`src/inc/dtc_pkg.sv`:
```
// dual eight-bit timer/counter: shared constants and encodings.
// assumes one 100 MHz system clock that also serves as the high-frequency clock.
`default_nettype none

package dtc_pkg;

    // ------------------------------------------------------------------
    // structure
    // ------------------------------------------------------------------
    localparam int NUM_CH = 2;
    localparam int LOWER = 0;
    localparam int UPPER = 1;
    localparam int BYTE_W = 8;
    localparam int WIDE_W = 16;
    localparam int PRESC_W = 11;
    localparam int FS_DIV_W = 3;
    localparam int SYNC_W = 3;

    // ------------------------------------------------------------------
    // control register layout
    // ------------------------------------------------------------------
    localparam int CTRL_FF_BIT = 7;
    localparam int CTRL_CK_MSB = 6;
    localparam int CTRL_CK_LSB = 4;
    localparam int CTRL_RUN_BIT = 3;
    localparam int CTRL_MODE_MSB = 2;
    localparam int CTRL_MODE_LSB = 0;

    localparam logic [BYTE_W-1:0] CTRL_RST = 8'h00;
    localparam logic [BYTE_W-1:0] CMP_RST = 8'h00;
    localparam logic [BYTE_W-1:0] CNT_RST = 8'h00;
    localparam logic TFF_RST = 1'b0;

    // ------------------------------------------------------------------
    // prescaler tap exponents of the high-frequency clock
    // ------------------------------------------------------------------
    localparam int TAP_SLOW = 11;
    localparam int TAP_D7 = 7;
    localparam int TAP_D5 = 5;
    localparam int TAP_D3 = 3;

    typedef enum logic [2:0] {
        MODE_TIMER8 = 3'h0,
        MODE_DIVIDER = 3'h1,
        MODE_PWM8 = 3'h2,
        MODE_RSVD = 3'h3,
        MODE_TIMER16 = 3'h4,
        MODE_WARMUP = 3'h5,
        MODE_PWM16 = 3'h6,
        MODE_PULSE16 = 3'h7
    } dtc_mode_t;

    typedef enum logic [2:0] {
        CK_SLOWEST = 3'h0,
        CK_FC_D7 = 3'h1,
        CK_FC_D5 = 3'h2,
        CK_FC_D3 = 3'h3,
        CK_FS = 3'h4,
        CK_FC_D2 = 3'h5,
        CK_FC = 3'h6,
        CK_PIN = 3'h7
    } dtc_clk_sel_t;

endpackage

`default_nettype wire

```
`src/inc/dtc_tick_if.sv`:
```
// clock-select requests and count strobes between counter core and tick generator.
// assumes both ends sit in the one system clock domain.
`timescale 1ns/10ps
`default_nettype none

interface dtc_tick_if;
    import dtc_pkg::*;

    dtc_clk_sel_t clk_sel [NUM_CH];
    logic [NUM_CH-1:0] tick;

    modport gen (input clk_sel, output tick);
    modport cnt (output clk_sel, input tick);
endinterface

`default_nettype wire

```
`src/dtc_top.sv`:
```
// dual eight-bit timer/counter with chaining to sixteen bits.
// assumes control and compare writes arrive as one-cycle strobes on clk_i.
//
// Overview of operation
// - timer mode counts internal ticks; match pulses interrupt, clears, continues.
// - event mode counts pin falling edges; match pulses interrupt and clears.
// - divider mode match toggles the flip-flop, clears counter, pulses interrupt.
// - divider output pin is always the inverse of the flip-flop.
// - software loads the flip-flop level; reset clears it to zero.
// - stopping holds the pin; change level only in a later write.
// - control bit 3 runs, bit 7 is flip-flop; clearing 7 stopped gives high.
// - compare writes act at once; avoid changing them while running.
// - both counters chain into one sixteen-bit counter, lower is low byte.
// - mode field decodes timer, divider, pwm, sixteen-bit kinds; 011 reserved.
`timescale 1ns/10ps
`default_nettype none

module dtc_top (
    input wire logic clk_i,
    input wire logic rst_b_i,
    input wire logic low_freq_tick_i,
    input wire logic slow_mode_i,
    input wire logic prescaler_source_select_i,
    input wire logic [dtc_pkg::NUM_CH-1:0] event_input_pin_i,
    input wire logic [dtc_pkg::NUM_CH-1:0] counter_control_reg_wr_i,
    input wire logic [dtc_pkg::NUM_CH-1:0][dtc_pkg::BYTE_W-1:0] counter_control_reg_i,
    input wire logic [dtc_pkg::NUM_CH-1:0] compare_value_reg_wr_i,
    input wire logic [dtc_pkg::NUM_CH-1:0][dtc_pkg::BYTE_W-1:0] compare_value_reg_i,
    output logic [dtc_pkg::NUM_CH-1:0][dtc_pkg::BYTE_W-1:0] counter_control_reg_o,
    output logic [dtc_pkg::NUM_CH-1:0][dtc_pkg::BYTE_W-1:0] compare_value_reg_o,
    output logic [dtc_pkg::NUM_CH-1:0][dtc_pkg::BYTE_W-1:0] count_o,
    output logic [dtc_pkg::NUM_CH-1:0] match_interrupt_o,
    output logic [dtc_pkg::NUM_CH-1:0] divider_output_pin_o
);
    import dtc_pkg::*;

    logic [BYTE_W-1:0] ctrl_r [NUM_CH];
    logic [BYTE_W-1:0] cmp_r [NUM_CH];
    logic [BYTE_W-1:0] cnt_r [NUM_CH];
    logic irq_r [NUM_CH];
    logic tff_r [NUM_CH];

    logic chained;
    logic run_up;
    logic [WIDE_W-1:0] wide_nxt;
    logic match16;

    dtc_tick_if tk ();

    // ------------------------------------------------------------------
    // tick sources
    // ------------------------------------------------------------------
    dtc_tick_gen u_tick (
        .clk_i(clk_i),
        .rst_b_i(rst_b_i),
        .low_freq_tick_i(low_freq_tick_i),
        .slow_mode_i(slow_mode_i),
        .prescaler_source_select_i(prescaler_source_select_i),
        .event_input_pin_i(event_input_pin_i),
        .tk(tk.gen)
    );

    // ------------------------------------------------------------------
    // chaining: upper mode field selects the sixteen-bit counter
    // ------------------------------------------------------------------
    assign chained = (dtc_mode_t'(ctrl_r[UPPER][CTRL_MODE_MSB:CTRL_MODE_LSB])
                      == MODE_TIMER16);
    assign run_up = ctrl_r[UPPER][CTRL_RUN_BIT];
    // lower byte is low half; only the lower tick source drives the pair
    assign wide_nxt = {cnt_r[UPPER], cnt_r[LOWER]} + 1'b1;
    assign match16 = chained && run_up && tk.tick[LOWER] &&
                     (wide_nxt == {cmp_r[UPPER], cmp_r[LOWER]});

    // ------------------------------------------------------------------
    // per-channel counter
    // ------------------------------------------------------------------
    for (genvar ch = 0; ch < NUM_CH; ch++) begin : g_ch
        dtc_mode_t mode;
        logic run;
        logic count_en;
        logic match8;
        logic [BYTE_W-1:0] nxt8;

        assign mode = dtc_mode_t'(ctrl_r[ch][CTRL_MODE_MSB:CTRL_MODE_LSB]);
        assign tk.clk_sel[ch] = dtc_clk_sel_t'(ctrl_r[ch][CTRL_CK_MSB:CTRL_CK_LSB]);
        // the chained pair starts and stops on the upper run bit
        assign run = chained ? run_up : ctrl_r[ch][CTRL_RUN_BIT];
        // pwm, warm-up and pulse modes are not counted by this block
        assign count_en = (mode == MODE_TIMER8) || (mode == MODE_DIVIDER);
        assign nxt8 = cnt_r[ch] + 1'b1;
        assign match8 = run && !chained && tk.tick[ch] && count_en &&
                        (nxt8 == cmp_r[ch]);

        always_ff @(posedge clk_i or negedge rst_b_i) begin
            if (!rst_b_i) begin
                ctrl_r[ch] <= CTRL_RST;
            end else if (counter_control_reg_wr_i[ch]) begin
                ctrl_r[ch] <= counter_control_reg_i[ch];
            end
        end

        // no shadow stage: the comparator sees a new value next cycle
        always_ff @(posedge clk_i or negedge rst_b_i) begin
            if (!rst_b_i) begin
                cmp_r[ch] <= CMP_RST;
            end else if (compare_value_reg_wr_i[ch]) begin
                cmp_r[ch] <= compare_value_reg_i[ch];
            end
        end

        always_ff @(posedge clk_i or negedge rst_b_i) begin
            if (!rst_b_i) begin
                cnt_r[ch] <= CNT_RST;
            end else if (!run) begin
                cnt_r[ch] <= CNT_RST;
            end else if (chained) begin
                if (match16) begin
                    cnt_r[ch] <= CNT_RST;
                end else if (tk.tick[LOWER]) begin
                    cnt_r[ch] <= wide_nxt[ch*BYTE_W +: BYTE_W];
                end
            end else if (match8) begin
                cnt_r[ch] <= CNT_RST;
            end else if (tk.tick[ch] && count_en) begin
                cnt_r[ch] <= nxt8;
            end
        end

        always_ff @(posedge clk_i or negedge rst_b_i) begin
            if (!rst_b_i) begin
                irq_r[ch] <= 1'b0;
            end else if (chained) begin
                irq_r[ch] <= (ch == UPPER) && match16;
            end else begin
                irq_r[ch] <= match8;
            end
        end

        // a write loads the level only while stopped, so the write that
        // stops the counter leaves the pin where it was
        always_ff @(posedge clk_i or negedge rst_b_i) begin
            if (!rst_b_i) begin
                tff_r[ch] <= TFF_RST;
            end else if (counter_control_reg_wr_i[ch] && !ctrl_r[ch][CTRL_RUN_BIT]) begin
                tff_r[ch] <= counter_control_reg_i[ch][CTRL_FF_BIT];
            end else if (match8 && (mode == MODE_DIVIDER)) begin
                tff_r[ch] <= !tff_r[ch];
            end
        end

        // ------------------------------------------------------------------
        // outputs
        // ------------------------------------------------------------------
        assign counter_control_reg_o[ch] = ctrl_r[ch];
        assign compare_value_reg_o[ch] = cmp_r[ch];
        assign count_o[ch] = cnt_r[ch];
        assign match_interrupt_o[ch] = irq_r[ch];
        assign divider_output_pin_o[ch] = !tff_r[ch];
    end

endmodule // dtc_top

`default_nettype wire

```
`src/dtc_tick_gen.sv`:
```
// tick generator: prescaler taps, low-frequency taps and event pin edges.
// assumes low_freq_tick_i is a one-cycle strobe per low-frequency period.
`timescale 1ns/10ps
`default_nettype none

module dtc_tick_gen (
    input wire logic clk_i,
    input wire logic rst_b_i,
    input wire logic low_freq_tick_i,
    input wire logic slow_mode_i,
    input wire logic prescaler_source_select_i,
    input wire logic [dtc_pkg::NUM_CH-1:0] event_input_pin_i,
    dtc_tick_if.gen tk
);
    import dtc_pkg::*;

    logic [PRESC_W-1:0] fc_div_r;
    logic [FS_DIV_W-1:0] fs_div_r;
    logic slow_tap;
    logic [NUM_CH-1:0] src_nxt;

    // ------------------------------------------------------------------
    // prescalers
    // ------------------------------------------------------------------
    always_ff @(posedge clk_i or negedge rst_b_i) begin
        if (!rst_b_i) begin
            fc_div_r <= '0;
        end else begin
            fc_div_r <= fc_div_r + 1'b1;
        end
    end

    always_ff @(posedge clk_i or negedge rst_b_i) begin
        if (!rst_b_i) begin
            fs_div_r <= '0;
        end else if (low_freq_tick_i) begin
            fs_div_r <= fs_div_r + 1'b1;
        end
    end

    // slowest tap moves to the low-frequency clock in slow mode or when prescaler_source_select_i is set
    assign slow_tap = (slow_mode_i || prescaler_source_select_i) ?
                      (low_freq_tick_i && (&fs_div_r)) : (&fc_div_r[TAP_SLOW-1:0]);

    // every tap goes in as an argument, so the assign that calls this
    // wakes on each prescaler step and not only on a select change
    function automatic logic pick(input dtc_clk_sel_t sel, input logic fall,
                                  input logic [PRESC_W-1:0] div, input logic slow,
                                  input logic fs_tick);
        case (sel)
            CK_SLOWEST: pick = slow;
            CK_FC_D7: pick = &div[TAP_D7-1:0];
            CK_FC_D5: pick = &div[TAP_D5-1:0];
            CK_FC_D3: pick = &div[TAP_D3-1:0];
            CK_FS: pick = fs_tick;
            CK_FC_D2: pick = div[0];
            CK_FC: pick = 1'b1;
            CK_PIN: pick = fall;
            default: pick = 1'b0;
        endcase
    endfunction

    // ------------------------------------------------------------------
    // event pins: synchronise, then compare successive samples
    // ------------------------------------------------------------------
    for (genvar ch = 0; ch < NUM_CH; ch++) begin : g_pin
        logic [SYNC_W-1:0] sync_r;
        logic fall;

        always_ff @(posedge clk_i or negedge rst_b_i) begin
            if (!rst_b_i) begin
                sync_r <= '1;
            end else begin
                sync_r <= {sync_r[SYNC_W-2:0], event_input_pin_i[ch]};
            end
        end

        // stage 0 is only read by the shift; edge uses stages 1 and 2
        assign fall = sync_r[SYNC_W-1] && !sync_r[SYNC_W-2];
        assign src_nxt[ch] = pick(tk.clk_sel[ch], fall, fc_div_r, slow_tap, low_freq_tick_i);
    end

    always_ff @(posedge clk_i or negedge rst_b_i) begin
        if (!rst_b_i) begin
            tk.tick <= '0;
        end else begin
            tk.tick <= src_nxt;
        end
    end

endmodule // dtc_tick_gen

`default_nettype wire

```
`config.mk`:
```
export PLATFORM = sky130hd
export DESIGN_NAME = dtc_top
export DESIGN_NICKNAME = d
export VERILOG_FILES = /design/src/inc/dtc_pkg.sv /design/src/inc/dtc_tick_if.sv /design/src/dtc_top.sv /design/src/dtc_tick_gen.sv
export SDC_FILE = /design/constraint.sdc
export NUM_CORES = 1
export LEC_CHECK = 0
export BUFFER_PORTS_ARGS = -buffer_cell sky130_fd_sc_hd__buf_2
export CAP_MARGIN = 10
export CORE_MARGIN = 2
export CORE_UTILIZATION = 39
export CTS_BUF_LIST = sky130_fd_sc_hd__clkbuf_16
export CTS_CLUSTER_DIAMETER = 40
export DETAILED_ROUTE_END_ITERATION = 12
export GPL_TIMING_DRIVEN = 0
export PLACE_DENSITY = 0.58
export SLEW_MARGIN = 20
export SYNTH_ARGS = -nofsm -noshare
export SYNTH_HDL_FRONTEND = slang
export SYNTH_SLANG_ARGS = --single-unit
```
`constraint.sdc`:
```
create_clock -name clk_i -period 4 [get_ports clk_i]
set_clock_uncertainty 0.15 [all_clocks]
set_input_delay 0.6 -clock clk_i [delete_from_list [all_inputs] [get_ports clk_i]]
set_output_delay 0.6 -clock clk_i [all_outputs]
set_load 0.01 [all_outputs]
```
Word-level counts from Yosys, hierarchy flattened

Index checks and enable logic that the tools add are counted.

Register bits after elaboration: 74
Output and inout bits: 52
Logic and storage cells: 109

Add/subtract/negate cells: 5
Equality and inequality tests: 24
Muxes and demuxes: 22
Reductions and logical operators: 43

Operators with widths:

| operator              | count |
|---|---|
| $mux 8                | 12 |
| $eq 3x3->1 const B    | 9 |
| $logic_and 1x1->1     | 20 |
| $add 16x1->16 const B | 1 |
| $add 8x1->8 const B   | 2 |
| $eq 16x16->1          | 1 |
| $eq 8x8->1            | 2 |
| $pmux 1 s8            | 2 |
| $eq 3x1->1 const B    | 4 |
| $eq 3x2->1 const B    | 4 |
| $logic_not 3->1       | 4 |
| $add 11x1->11 const B | 1 |
| $reduce_and 11->1     | 1 |
| $mux 1                | 8 |
| $ne 4x2->1 const B    | 2 |
| $logic_not 1->1       | 7 |
| $reduce_and 7->1      | 1 |
| $reduce_and 3->1      | 2 |
| $reduce_and 5->1      | 1 |
| $ne 4x1->1 const B    | 1 |
| $ne 4x3->1 const B    | 1 |
| $reduce_and 2->1      | 2 |
| $reduce_bool 2->1     | 2 |
| $add 3x1->3 const B   | 1 |
| $logic_or 1x1->1      | 3 |

Depth between registers and ports, before layout

Depth in word-level cells: 9
Depth in mapped cells: 11
Gate-level depth less buffers: 8

Modules after synthesis

A second synthesis with hierarchy kept.

Cell total of the unflattened synthesis: 395
Area total of the unflattened synthesis: 4,179.0 um^2

By module, submodules not included:

| module       | times used | cells an instance | area each (um^2) | sequential area each (um^2) |
|---|---|---|---|---|
| dtc_top      | 1          | 316               | 3,221.8          | 1,301.2 |
| dtc_tick_gen | 1          | 79                | 957.2            | 558.0 |

Worst setup path before layout

No wires, ideal clock.

Path kind: flip-flop to flip-flop
From: register cnt_r (netlist bit count_o[0])
To: register cnt_r (netlist bit count_o[10])
Arrival: 2.641 ns
Slack: 1.084 ns
Cell stages (with the launch flop): 10
Clock period less this slack: 2.916 ns
Path through: dfrtp_1 > ha_1 > and3_4 > and3_4 > or3_1 > a211o_1 > or4b_4 > buf_6 > a221oi_2 > nor3_1

Word-level cells in the longest chain between the ends: 6
Elaborated cells between the ends (all ways): 9
Those cells by class: add/sub (1); eq/ne (2); mux (4); reduce/logical (2)

Ends and longest elaborated chain:

| what                             | RTL line       | source |
|---|---|---|
| start: declaration               | dtc_top.sv:39  | `logic [BYTE_W-1:0] cnt_r [NUM_CH];` |
| start signal: indexed assignment | dtc_top.sv:120 | `cnt_r[ch] <= wide_nxt[ch*BYTE_W +: BYTE_W];` |
| start signal: indexed assignment | dtc_top.sv:125 | `cnt_r[ch] <= nxt8;` |
| $add 16x1->16 (*)                | dtc_top.sv:70  | `assign wide_nxt = {cnt_r[UPPER], cnt_r[LOWER]} + 1'b1;` |
| $eq 16x16->1                     | dtc_top.sv:72  | `(wide_nxt == {cmp_r[UPPER], cmp_r[LOWER]});` |
| $logic_and 1x1->1                | dtc_top.sv:71  | `assign match16 = chained && run_up && tk.tick[LOWER] &&` |
| $mux 8                           | dtc_top.sv:117 | `if (match16) begin` |
| $mux 8                           | dtc_top.sv:116 | `end else if (chained) begin` |
| $mux 8                           | dtc_top.sv:114 | `end else if (!run) begin` |

Every way passes the cells marked *; elsewhere a longest branch is shown, timed or not. The select of a mux whose other input is x is not followed.
A chain may end at the register's enable or synchronous reset.

Final worst setup path

From: register cnt_r (netlist bit count_o[9])
To: register cnt_r (netlist bit count_o[10])

Word-level cells in the longest chain between the ends: 6
Elaborated cells between the ends (all ways): 15
Those cells by class: add/sub (2); eq/ne (4); mux (6); reduce/logical (3)

Ends and longest elaborated chain:

| what                                                | RTL line |
|---|---|
| $add 16x1->16 / $add 8x1->8 (equally long branches) | dtc_top.sv:70, dtc_top.sv:90 |
| $eq 16x16->1 / $eq 8x8->1 (equally long branches)   | dtc_top.sv:72, dtc_top.sv:92 |
| $logic_and 1x1->1, on equally long branches         | dtc_top.sv:71, dtc_top.sv:91 |
| $mux 8, on equally long branches                    | dtc_top.sv:117, dtc_top.sv:122 |
| $mux 8                                              | dtc_top.sv:116 |
| $mux 8                                              | dtc_top.sv:114 |

Parallel ways exist; a longest one is shown, timed or not. The select of a mux whose other input is x is not followed.

==> qor.yml <==
finalCritPeriodShare_pct: 87.5
r2r_setup_slack_ns: 0.50
whs_ns: 0.0106
finalSetupTns_ns: 0
cts_max_path_buffers: 2
r2r_start: "count_o[9]"
hold_viol: 0
post-route-min-period_ns: 3.50
r2r_cells: 8
synth_cell_types: 66
ys_seq_elements: 74
initial_utilization_pct: 40.3
vdd_ir_drop_max_uv: 293
netlist_instances: 402
grt_pass1_vias: 3507
dp_hpwl_mm: 8.02
crit_required_ns: 4.07
clock_sinks: 74
tightestPinTransition_ns: 1.03
min_path_type: "in -> async"
numPlacedInstances: 628
finalWorstSetupSlack_ns: 0.502
relSlewSlack_pct: 31.2
postRouteAntennaNets: 0
startpoint_type: "flip-flop"
yosys_most_used_dff: "dfrtp_1"
antenna_cells: 0
regArea_um2: 1860
track_usage_pct: 19.3
critPathKind: "reg -> reg"
cts_resized: 0
fill_cells: 999
regToRegEndpoint: "count_o[10]"
design_area_um2: 5140
fp.dieH_um: 108
ys_warn_count: 0
critPathTopFamily: "compound AO/OA/AOI/OAI gates"
setup_viol: 0
wl_per_cell_um: 16.5
syn_area_um2: 4180
arrival_ns: 3.57
root_buffer: "clkbuf_16"
syn-num-nets: 453
synth-edff-count: 0
multi_input_area_um2: 2160
powerDensity_nw_per_um2: 421
clock_latency_ns: 0.34
htree_levels: 3
clkTransAtPathRegs_ns: 0.06
routed_wl_mm: 10.7
tritoncts: "built"
grt_pass1_wl_mm: 17.5
viasPerCell: 5.47
placed_area_um2: 4830
std_cell_rows: 37
worstPathMaxFanout: 11
post-place-ws_ns: 0.608
async_flop_share_pct: 100
antenna_found_initial: 2
path_buf_inv: 0
die-area_um2: 11600
core_area_um2: 10400
rsz0062_at_grt: "false"
grt-ovfl-total: 0
fin_cells: 644
leakagePower_uw: 0.00231
drtPass1Iterations: 4
area_delta_synth_final_pct: 22.9
ys_seq_area_share_pct: 44.5
postCtsHoldBufs: 0
path_cells: "ha_1 > nand3_1 > xnor2_1 > or3b_1 > a2111oi_2 > nor2_1 > a221oi_2 > nor3_1"
drv_cap: 0
port_buffers: 89
cts_buffers: 9
cpMaxStageDelayCell: "a2111oi_2"
vias: 3522
place.gp.congestion: 0.875
run_status: "complete, no violations"
nets: 554
maxSlewViolCount: 0
die_w_um: 108
max_stage_delay_ns: 0.89
cts_setup_buffers: 0
crit_path_end_kind: "flip-flop"
grt_max_degree: 53
drt_iter0_markers: 159
avgSynthCellArea_um2: 10.4
ios: 95
drive_gt1_share_pct: 33.1
fmax_mhz: 286
drc: 0
-- kinds of logic after synthesis --
group / count (synthesis) / synth area share [%]
AO/OA/AOI/OAI: 82 / 15.6
XOR/XNOR: 35 / 7.33
adder cells (fa/ha/maj): 8 / 2.39
buffers and inverters: 36 / 3.92
flip-flops: 74 / 44.5
multiplexers: 36 / 9.66
AND/OR/NAND/NOR: 131 / 16.6
-- worst max-delay path by stage --
stage                from     endpoint  slack [ns]  cells past startpoint
2_1_floorplan  count_o[0]  count_o[10]        1.08                      9
3_3_place_gp   count_o[9]  count_o[10]        0.60                      8
3_5_place_dp   count_o[0]   count_o[6]        0.61                      8
4_1_cts        count_o[9]  count_o[10]        0.58                      8
5_1_grt        count_o[0]   count_o[6]        0.26                      8
6_report       count_o[9]  count_o[10]        0.50                      8
-- where the power goes --
| group | internal (uW) | total (uW) | switching, uW | leakage [uW] |
|---|---|---|---|---|
| clock network | 539 | 855 | 315 | 0.000154 |
| logic | 193 | 413 | 220 | 0.00124 |
| registers | 824 | 897 | 73.1 | 0.000910 |
-- layer usage --
| layer | track usage (%) | routed length (um) | up-vias |
|---|---|---|---|
| met3 | 4.30 | 544 | 17 |
| met2 | 30.1 | 4970 | 84 |
| met5 | 0 | 7 | - |
| met1 | 25.6 | 4890 | 1729 |
| met4 | 8.61 | 243 | 2 |
| li1 | - | - | 1690 |
-- final cells by class --
class	count	share of cell area, %
buffer	23	2.24
clock buffer	9	4.38
clock inverter	7	1.66
inverter	13	0.950
multi-input combinational	292	42.0
sequential	74	36.2
tap	136	3.31
timing repair buffer	90	9.25
-- metrics by stage --
step                      utilization, %  power (uW)
final                               49.6        2160
after detailed placement            46.6        1320
after global routing                49.6        2270
after CTS                           49.6        2190
after floorplan                        -        1170
after global placement              46.3        1310
-- layout by cell type (no fill, tap or decap), types with 3 or more instances in the layout --
master      n
nor3b_1     4
mux2_2     35
o211ai_1    6
nor2b_1     6
o22ai_1     5
and2_1      3
nor3_1      6
dfrtp_1    68
nand2b_1    3
and3_1      4
ha_1        8
a21oi_1    13
a211oi_1    7
a31oi_1     5
nand2_1    26
buf_2      95
clkbuf_16   9
nand3b_1    4
dfstp_2     6
nor2_1     28
clkbuf_1   10
a221o_1     5
nand3_1    22
o21ai_0     9
a211o_1     3
nand4_1     7
xnor2_1    22
nor4_1      5
a311oi_1    3
xor2_1     13
or3_1       3
inv_1      14
-- worst register-to-register path, delay by kind of cell (launching register included) --
kind                     cells  cell delay (ns)
AND/OR/NAND/NOR              4             0.89
AO/OA/AOI/OAI                2             1.22
flip-flops                   1             0.58
adder cells (fa/ha/maj)      1             0.34
XOR/XNOR                     1             0.20
-- sequential cells by signal, indices dropped and copies added (netlist names) --
register               flops
compare_value_reg_o       16
count_o                   16
counter_control_reg_o     16
u_tick.fc_div_r           11
u_tick.g_pin.sync_r        6
u_tick.fs_div_r            3
match_interrupt_o          2
tff_r                      2
u_tick.tk.tick             2
-- cell usage after synthesis, types with 2 or more instances --
cell      instances  share of area (%)
dfrtp_1          68                 41
mux2_2           35                9.4
nor2_1           28                2.5
nand2_1          26                2.3
nand3_1          22                2.6
xnor2_1          22                4.6
a21oi_1          13                1.6
inv_1            13                1.2
xor2_1           13                2.7
clkbuf_1         10               0.90
o21ai_0           9                1.1
ha_1              8                2.4
a211oi_1          7                1.3
buf_2             7               0.84
nand4_1           7                1.0
dfstp_2           6                3.8
nor2b_1           6               0.90
nor3_1            6               0.72
o211ai_1          6                1.1
a221o_1           5                1.2
a31oi_1           5               0.75
nor4_1            5               0.75
o22ai_1           5               0.75
and3_1            4               0.60
nand3b_1          4               0.72
nor3b_1           4               0.72
a211o_1           3               0.63
a311oi_1          3               0.63
and2_1            3               0.45
nand2b_1          3               0.45
or3_1             3               0.45
a21boi_0          2               0.36
a21o_1            2               0.36
a41oi_2           2               0.78
and3_4            2               0.54
and4_1            2               0.42
buf_1             2               0.18
buf_6             2               0.54
o32ai_1           2               0.42
(Power assumes the default switching activity.)
